==> src/rtl/radio_ctrl_pkg.sv <==
// Package: register map, field layout, reset values and states of the radio control bank
package radio_ctrl_pkg;

   // ==========================================
   // Register offsets (byte addresses)
   localparam logic [7:0] OFS_MAIN = 8'h00;
   localparam logic [7:0] OFS_RATE = 8'h04;
   localparam logic [7:0] OFS_STATUS = 8'h08;

   // ==========================================
   // Reset values
   localparam logic [31:0] MAIN_RESET = 32'h1000_0270;
   localparam logic [31:0] RATE_RESET = 32'h0000_0057;
   // Reserved bits 10, 3 and 2 of main_control
   localparam logic [31:0] MAIN_RESV_MASK = 32'h0000_040C;
   localparam logic [3:0] SEL_ALL = 4'hF;

   // ==========================================
   // main_control field positions
   localparam int BIT_POWER_ON = 31;
   localparam int BIT_TX_MODE = 30;
   localparam int BIT_SUPPLY_SEL = 24;
   localparam int THR_HI = 23;
   localparam int THR_LO = 18;
   localparam int HYS_HI = 17;
   localparam int HYS_LO = 15;
   localparam int TX_POWER_LEVEL_HI = 14;
   localparam int TX_POWER_LEVEL_LO = 12;
   localparam int BIT_TX_PAIR = 11;
   localparam int RX_FREQ_SELECT_HI = 9;
   localparam int RX_FREQ_SELECT_LO = 8;
   localparam int BIT_CRYSTAL = 7;
   localparam int BIT_DISC_WIDTH = 6;
   localparam int BIT_POLARITY = 5;
   localparam int BIT_SLICER_REF = 4;
   localparam int BIT_OFFSET_MEAS = 1;
   localparam int BIT_EXT_MODE = 0;

   // ==========================================
   // status field positions
   localparam int ST_VALID = 31;
   localparam int ST_STR_HI = 29;
   localparam int ST_STR_LO = 24;
   localparam int ST_SUP_HI = 23;
   localparam int ST_SUP_LO = 18;
   localparam int ST_OFS_HI = 5;
   localparam int ST_OFS_LO = 0;

   // ==========================================
   // Widths and timing
   localparam int ADC_W = 6;
   localparam int EXT_TIMING_LEN = 32;
   localparam int LEGACY_TIMING_LEN = 24;

   typedef enum logic {
      VAL_INHIBITED = 1'b0,
      VAL_VALID = 1'b1
   } valid_state_e;

endpackage

==> src/rtl/radio_ctrl.sv <==
// Radio control register bank with strength-hysteresis data validation
//
// Functional notes
// - Three-bit transmit power level, reset lowest
// - Transmit pair select picks frequency registers
// - Two-bit receive register select, reset two
// - Crystal select bit, reset lower crystal
// - Width bit only in legacy mode
// - Polarity zero inverts data, one passes
// - Slicer reference select, reset internal level
// - Offset bit routes ADC: supply/discriminator
// - Extended mode bit, timing register 32
// - Supply measure freezes held strength value
// - No supply measure during power down
// - Discriminator measure concurrent with supply
// - Validate data at threshold plus hysteresis
// - Inhibit data below threshold minus hysteresis
// - Between levels keep previous decision
// - Select bit stores strength or supply
// - Six-bit threshold, three-bit hysteresis, reset zero
`timescale 1ns/1ps
module radio_ctrl (
   // Clock, reset, enable
   input wire logic clk_i,
   input wire logic rst_i,
   input wire logic ce_i,
   // Wishbone slave
   input wire logic cyc_i,
   input wire logic stb_i,
   input wire logic we_i,
   input wire logic [7:0] adr_i,
   input wire logic [3:0] sel_i,
   input wire logic [31:0] dat_i,
   output logic [31:0] dat_o,
   output logic ack_o,
   // ADC results
   input wire logic adc_valid_i,
   input wire logic [5:0] adc_value_i,
   input wire logic offset_valid_i,
   input wire logic [5:0] offset_value_i,
   // Demodulator and extended timing register
   input wire logic demod_bit_i,
   input wire logic [1:0] discriminator_range_i,
   // Data pin
   input wire logic rx_tx_data_pin_i,
   output logic rx_tx_data_pin_o,
   output logic rx_tx_data_pin_oe_o,
   // Radio controls
   output logic [2:0] tx_power_level_o,
   output logic [1:0] freq_reg_index_o,
   output logic crystal_select_o,
   output logic [1:0] discriminator_range_o,
   output logic slicer_reference_select_o,
   output logic adc_offset_measure_o,
   output logic supply_measure_active_o,
   output logic extended_mode_enable_o,
   output logic [5:0] timing_length_o,
   output logic data_valid_o,
   output logic [31:0] rate_and_lock_control_o
);

   // ==========================================
   // Registers and bus decode
   logic [31:0] main_control_r;
   logic [31:0] rate_and_lock_control_r;
   logic [5:0] measured_strength_r;
   logic [5:0] supply_value_r;
   logic [5:0] offset_value_r;
   radio_ctrl_pkg::valid_state_e val_state_r;
   radio_ctrl_pkg::valid_state_e val_state_nxt;
   logic ack_r;
   logic [31:0] dat_r;
   logic req;
   logic wr_take;
   logic [31:0] rd_mux;
   logic [31:0] status_word;

   assign req = cyc_i & stb_i;
   // Write lands on the edge where the master samples ack high
   assign wr_take = req & we_i & ack_r;

   always_comb begin
      status_word = 32'h0000_0000;
      status_word[radio_ctrl_pkg::ST_VALID] = val_state_r;
      status_word[radio_ctrl_pkg::ST_STR_HI:radio_ctrl_pkg::ST_STR_LO] = measured_strength_r;
      status_word[radio_ctrl_pkg::ST_SUP_HI:radio_ctrl_pkg::ST_SUP_LO] = supply_value_r;
      status_word[radio_ctrl_pkg::ST_OFS_HI:radio_ctrl_pkg::ST_OFS_LO] = offset_value_r;
   end

   always_comb begin
      unique case (adr_i)
         radio_ctrl_pkg::OFS_MAIN: rd_mux = main_control_r;
         radio_ctrl_pkg::OFS_RATE: rd_mux = rate_and_lock_control_r;
         radio_ctrl_pkg::OFS_STATUS: rd_mux = status_word;
         default: rd_mux = 32'h0000_0000;
      endcase
   end

   // One-cycle ack per request; unmapped addresses are acked too
   always_ff @(posedge clk_i) begin
      if (rst_i) begin
         ack_r <= 1'b0;
      end else if (ce_i) begin
         ack_r <= req & ~ack_r;
      end
   end

   always_ff @(posedge clk_i) begin
      if (rst_i) begin
         dat_r <= 32'h0000_0000;
      end else if (ce_i && req && !ack_r) begin
         dat_r <= rd_mux;
      end
   end

   assign ack_o = ack_r;
   assign dat_o = dat_r;

   // reset loads and full-word writes only
   always_ff @(posedge clk_i) begin
      if (rst_i) begin
         main_control_r <= radio_ctrl_pkg::MAIN_RESET;
         rate_and_lock_control_r <= radio_ctrl_pkg::RATE_RESET;
      end else if (ce_i && wr_take && sel_i == radio_ctrl_pkg::SEL_ALL) begin
         if (adr_i == radio_ctrl_pkg::OFS_MAIN) begin
            main_control_r <= dat_i & ~radio_ctrl_pkg::MAIN_RESV_MASK;
         end
         if (adr_i == radio_ctrl_pkg::OFS_RATE) begin
            rate_and_lock_control_r <= dat_i;
         end
      end
   end

   // ==========================================
   // Field decode
   logic power_on;
   logic tx_mode;
   logic polarity;
   logic ext_mode;
   logic supply_active;
   logic [5:0] threshold;
   logic [2:0] hysteresis;

   assign power_on = main_control_r[radio_ctrl_pkg::BIT_POWER_ON];
   assign tx_mode = main_control_r[radio_ctrl_pkg::BIT_TX_MODE];
   assign polarity = main_control_r[radio_ctrl_pkg::BIT_POLARITY];
   assign ext_mode = main_control_r[radio_ctrl_pkg::BIT_EXT_MODE];
   assign threshold = main_control_r[radio_ctrl_pkg::THR_HI:radio_ctrl_pkg::THR_LO];
   assign hysteresis = main_control_r[radio_ctrl_pkg::HYS_HI:radio_ctrl_pkg::HYS_LO];
   assign supply_active = main_control_r[radio_ctrl_pkg::BIT_SUPPLY_SEL] & power_on;

   assign tx_power_level_o = main_control_r[radio_ctrl_pkg::TX_POWER_LEVEL_HI:radio_ctrl_pkg::TX_POWER_LEVEL_LO];
   assign crystal_select_o = main_control_r[radio_ctrl_pkg::BIT_CRYSTAL];
   assign slicer_reference_select_o = main_control_r[radio_ctrl_pkg::BIT_SLICER_REF];
   assign adc_offset_measure_o = main_control_r[radio_ctrl_pkg::BIT_OFFSET_MEAS];
   assign supply_measure_active_o = supply_active;
   assign extended_mode_enable_o = ext_mode;
   assign rate_and_lock_control_o = rate_and_lock_control_r;
   assign timing_length_o = ext_mode ? 6'(radio_ctrl_pkg::EXT_TIMING_LEN) : 6'(radio_ctrl_pkg::LEGACY_TIMING_LEN);
   // width bit ignored in extended mode
   assign discriminator_range_o = ext_mode ? discriminator_range_i
                                           : {1'b0, main_control_r[radio_ctrl_pkg::BIT_DISC_WIDTH]};

   // ==========================================
   // Data pin synchroniser and polarity
   logic pin_s1_r;
   logic pin_s2_r;
   logic pin_s3_r;
   logic pin_r;
   logic tx_symbol;

   always_ff @(posedge clk_i) begin
      if (rst_i) begin
         pin_s1_r <= 1'b0;
         pin_s2_r <= 1'b0;
         pin_s3_r <= 1'b0;
         pin_r <= 1'b0;
      end else if (ce_i) begin
         pin_s1_r <= rx_tx_data_pin_i;
         pin_s2_r <= pin_s1_r;
         pin_s3_r <= pin_s2_r;
         if (pin_s2_r == pin_s3_r) begin
            pin_r <= pin_s3_r;
         end
      end
   end

   // polarity applied to the transmit symbol
   assign tx_symbol = polarity ? pin_r : ~pin_r;

   always_ff @(posedge clk_i) begin
      if (rst_i) begin
         freq_reg_index_o <= radio_ctrl_pkg::MAIN_RESET[radio_ctrl_pkg::RX_FREQ_SELECT_HI:radio_ctrl_pkg::RX_FREQ_SELECT_LO];
      end else if (ce_i) begin
         if (tx_mode) begin
            freq_reg_index_o <= {main_control_r[radio_ctrl_pkg::BIT_TX_PAIR], tx_symbol};
         end else begin
            freq_reg_index_o <= main_control_r[radio_ctrl_pkg::RX_FREQ_SELECT_HI:radio_ctrl_pkg::RX_FREQ_SELECT_LO];
         end
      end
   end

   // received data polarity and validation gate
   always_ff @(posedge clk_i) begin
      if (rst_i) begin
         rx_tx_data_pin_o <= 1'b0;
      end else if (ce_i) begin
         rx_tx_data_pin_o <= (val_state_r == radio_ctrl_pkg::VAL_VALID) & (polarity ? demod_bit_i : ~demod_bit_i);
      end
   end

   assign rx_tx_data_pin_oe_o = power_on & ~tx_mode;
   assign data_valid_o = val_state_r;

   // ==========================================
   // Shared ADC capture
   logic strength_upd;
   assign strength_upd = adc_valid_i & ~supply_active;

   always_ff @(posedge clk_i) begin
      if (rst_i) begin
         measured_strength_r <= 6'h00;
      end else if (ce_i && strength_upd) begin
         measured_strength_r <= adc_value_i;
      end
   end

   // supply result into its own field
   always_ff @(posedge clk_i) begin
      if (rst_i) begin
         supply_value_r <= 6'h00;
      end else if (ce_i && adc_valid_i && supply_active) begin
         supply_value_r <= adc_value_i;
      end
   end

   always_ff @(posedge clk_i) begin
      if (rst_i) begin
         offset_value_r <= 6'h00;
      end else if (ce_i && offset_valid_i && main_control_r[radio_ctrl_pkg::BIT_OFFSET_MEAS]) begin
         offset_value_r <= offset_value_i;
      end
   end

   // ==========================================
   // Hysteresis decision, taken on each new strength sample
   logic signed [7:0] high_lvl;
   logic signed [7:0] low_lvl;
   logic signed [7:0] sample_s;

   always_comb begin
      high_lvl = signed'({2'b00, threshold}) + signed'({5'b0_0000, hysteresis});
      low_lvl = signed'({2'b00, threshold}) - signed'({5'b0_0000, hysteresis});
      sample_s = signed'({2'b00, adc_value_i});
      val_state_nxt = val_state_r;
      if (strength_upd) begin
         if (sample_s >= high_lvl) begin
            val_state_nxt = radio_ctrl_pkg::VAL_VALID;
         end else if (sample_s < low_lvl) begin
            val_state_nxt = radio_ctrl_pkg::VAL_INHIBITED;
         end
      end
   end

   always_ff @(posedge clk_i) begin
      if (rst_i) begin
         val_state_r <= radio_ctrl_pkg::VAL_INHIBITED;
      end else if (ce_i) begin
         val_state_r <= val_state_nxt;
      end
   end
endmodule

==> config.mk <==
export PLATFORM = sky130hd
export DESIGN_NAME = radio_ctrl
export DESIGN_NICKNAME = d
export VERILOG_FILES = /design/src/rtl/radio_ctrl_pkg.sv /design/src/rtl/radio_ctrl.sv
export SDC_FILE = /design/constraint.sdc
export NUM_CORES = 1
export LEC_CHECK = 0
export ABC_CLOCK_PERIOD_IN_PS = 2130
export BUFFER_PORTS_ARGS = -buffer_cell sky130_fd_sc_hd__buf_2
export CAP_MARGIN = 10
export CELL_PAD_IN_SITES_DETAIL_PLACEMENT = 1
export CELL_PAD_IN_SITES_GLOBAL_PLACEMENT = 1
export CORE_UTILIZATION = 34
export CTS_BUF_LIST = sky130_fd_sc_hd__clkbuf_16
export CTS_CLUSTER_SIZE = 24
export DETAILED_ROUTE_END_ITERATION = 6
export GPL_TIMING_DRIVEN = 0
export PLACE_DENSITY = 0.86
export SLEW_MARGIN = 20
export SYNTH_ARGS = -nofsm -noshare
export SYNTH_HDL_FRONTEND = slang
export SYNTH_SLANG_ARGS = --single-unit
==> constraint.sdc <==
create_clock -name clk_i -period 2.13 [get_ports clk_i]
set_input_delay 0.3195 -clock clk_i [delete_from_list [all_inputs] [get_ports clk_i]]
set_output_delay 0.3195 -clock clk_i [all_outputs]
set_load 0.05 [all_outputs]
==> results.cfg <==
[clocking]
root_buffer = clkbuf_16
clock_sinks = 120
cts_buffers = 17
cts.htree.levels = 4
cts_tree = built
clk_latency_ns = 0.42
clock_path_buffers = 2
clkTransAtPathRegs_ns = 0.06

[placed_design]
io_buffer_count = 148
place_ws_ns = -0.357
gp_congestion = 0.831
dp.cells = 959
place_area_um2 = 6320
post-dp-hpwl_mm = 13.3

[cells_and_area]
multi_input_area_um2 = 2680
syn2layout_area_growth_pct = 31.3
fillCellCount = 1857
fin_cells = 993
drive_above_1_share_pct = 27.9
final_nets = 878
final_cell_mix = buf_2, nand2_1, dfxtp_1
design_area_um2 = 6960
seqCellArea_um2 = 2420
final_common_cell = buf_2
fin_util_pct = 45.8

[floorplan]
rows = 45
dieArea_um2 = 16100
io_pins = 154
fp.dieH_um = 127
die_width_um = 127
core-area_um2 = 15200
initial_core_util_pct = 34.9

[logic_synthesis]
synthTopCellsByArea = dfxtp_1, nand2_1, mux2i_1
syn_avg_cell_area_um2 = 8.53
yosysSeqAreaShare_pct = 45.3
synth_area_um2 = 5300
synth_top_area_cell = dfxtp_1
ys.flop_type = dfxtp_1
syn_inst = 621
synth_edf_count = 0
synth_async_sr_flop_share_pct = 0
synth.distinct_cells = 43
post-synth-top-area-fraction_pct = 45.3
ys_ff_latch = 120
yosys_warnings = 0

[pwr]
p_per_area_nw_per_um2 = 774
leakagePower_nw = 3.05
finalPower_mw = 5.39
vdd_drop_max_mv = 0.547

[hold_path]
hold_class = input port to register

[timing]
holdWs_ns = 0.118
hold_violations = 0
max_freq_ghz = 0.429
min_period_ns = 2.33
rsz0062_at_grt = true
slew_viol_final = 0
finalSetupTns_ns = -0.202
fin_ws_ns = -0.202
setup_viol = 1
worst_pin_slew_ns = 0.819
finClkSkew_ns = 0.00580
period_share_pct = 109
relSlewSlack_pct = 45.4

[detailed_routing]
routedWlPerCell_um = 18.3
drt_first_pass_iters = 5
num_vias = 5030
drc = 0
drt_iter0_markers = 220
totalWireLength_mm = 18.2
viasPerCell = 5.07
ant_nets = 0

[critical_path]
critPathCaptureType = register
r2r_start = main_control_r[18]
crit_start = main_control_r[18]
critical_path.endpoint = data_valid_o
worstPathArrival_ns = 2.61
crit_required_ns = 2.41
cpMaxStageDelayCell = fa_1
crit_path_max_incr_delay_ns = 0.44
r2r_cells = 11
crit_type = register to register
reg2reg_slack_ns = -0.20
cp_max_fo = 3
critPathLaunchType = register
r2r-end = data_valid_o
path_cells = inv_1 > ha_1 > inv_1 > fa_1 > a211oi_2 > xnor2_1 > ha_1 > a21oi_1 > nand3_1 > nand3_1 > a31oi_1

[grt]
grt.overflow.total = 0
grt_use_total_pct = 23.4
grt_max_degree = 17
first_global_vias = 5294
grt_pass1_wl_mm = 28.4
antenna_found_initial = 2

[status]
status = complete, but fails checks
violations = negative setup slack

[job]
max-cap-violations = 0
[logic make-up (layout without fill, tap and decap cells)]
group	count (synthesis)	after routing	share of synthesized area (%)
compound gates	125	125	14.4
xor+xnor	10	10	1.65
fa+ha+maj	19	19	4.77
buf+inv	63	243	5.57
flops	120	120	45.3
mux	52	52	9.84
other cells	1	5	0.0708
simple gates	231	231	18.4
[cell usage after synthesis, drive strengths merged, types with 5 or more instances]
master,number
nand3b,5
nor2,36
clkbuf,24
xnor2,5
a22o,21
nand3,10
buf,27
nor3,11
nand2,149
o21ai,30
ha,17
mux2i,51
a21oi,61
dfxtp,120
inv,12
nor2b,5
xor2,5
[worst min path at each step]
| stage | startpoint | to | slack [ns] | cells past startpoint |
|---|---|---|---|---|
| 2_1_floorplan | main_control_r[25] | main_control_r[25] | 0.43 | 2 |
| 3_3_place_gp | dat_o[30] | dat_o[30] | 0.43 | 2 |
| 3_5_place_dp | dat_o[11] | dat_o[11] | 0.45 | 2 |
| 4_1_cts | dat_i[2] | rate_and_lock_control_o[2] | 0.11 | 3 |
| 5_1_grt | dat_i[4] | rate_and_lock_control_o[4] | 0.13 | 3 |
| 6_report | dat_i[2] | rate_and_lock_control_o[2] | 0.12 | 3 |
[worst max-delay path: cells and delay by family, from the launching register on]
family | cells | cell delay, ns
AO/OA/AOI/OAI | 3 | 0.52
flip-flops | 1 | 0.36
XOR/XNOR | 1 | 0.15
buffers and inverters | 2 | 0.13
adder cells (fa/ha/maj) | 3 | 0.85
AND/OR/NAND/NOR | 2 | 0.18
[what timing repair did]
item	in CTS	in global routing
endpoints found under the setup margin	1	14
pin swaps	6	2
resized for setup	4	12
gates cloned	0	0
setup buffers	2	0
hold buffers	0	0
[where the power goes]
group | switching (mW) | internal, mW
clock | 1.02 | 1.80
combinational | 0.200 | 0.107
sequential | 0.0106 | 2.26
[final cells by class]
| type | instances | area share [%] |
|---|---|---|
| tap | 188 | 3.38 |
| antenna | 2 | 0.0719 |
| clock buffer | 17 | 6.11 |
| inverter | 12 | 0.647 |
| timing repair buffer | 150 | 10.9 |
| clock inverter | 14 | 2.07 |
| buffer | 50 | 3.61 |
| multi-input combinational | 440 | 38.5 |
| sequential | 120 | 34.7 |
[metal layers]
metal | part of all wire, % | GRT usage (%) | up-vias
met3 | 5.4 | 6.79 | 30
met5 | 0 | 0 | -
met2 | 49 | 40.1 | 142
met1 | 44 | 27.5 | 2423
li1 | - | - | 2435
met4 | 2.2 | 9.10 | 0
[registers in the layout (all words and copies together) (netlist names)]
| register | cells |
|---|---|
| dat_o | 32 |
| rate_and_lock_control_o | 32 |
| main_control_r | 29 |
| measured_strength_r | 6 |
| offset_value_r | 6 |
| supply_value_r | 6 |
| freq_reg_index_o | 2 |
| ack_o | 1 |
| data_valid_o | 1 |
| pin_r | 1 |
| pin_s1_r | 1 |
| pin_s2_r | 1 |
| pin_s3_r | 1 |
| rx_tx_data_pin_o | 1 |
(Power assumes the default switching activity.)
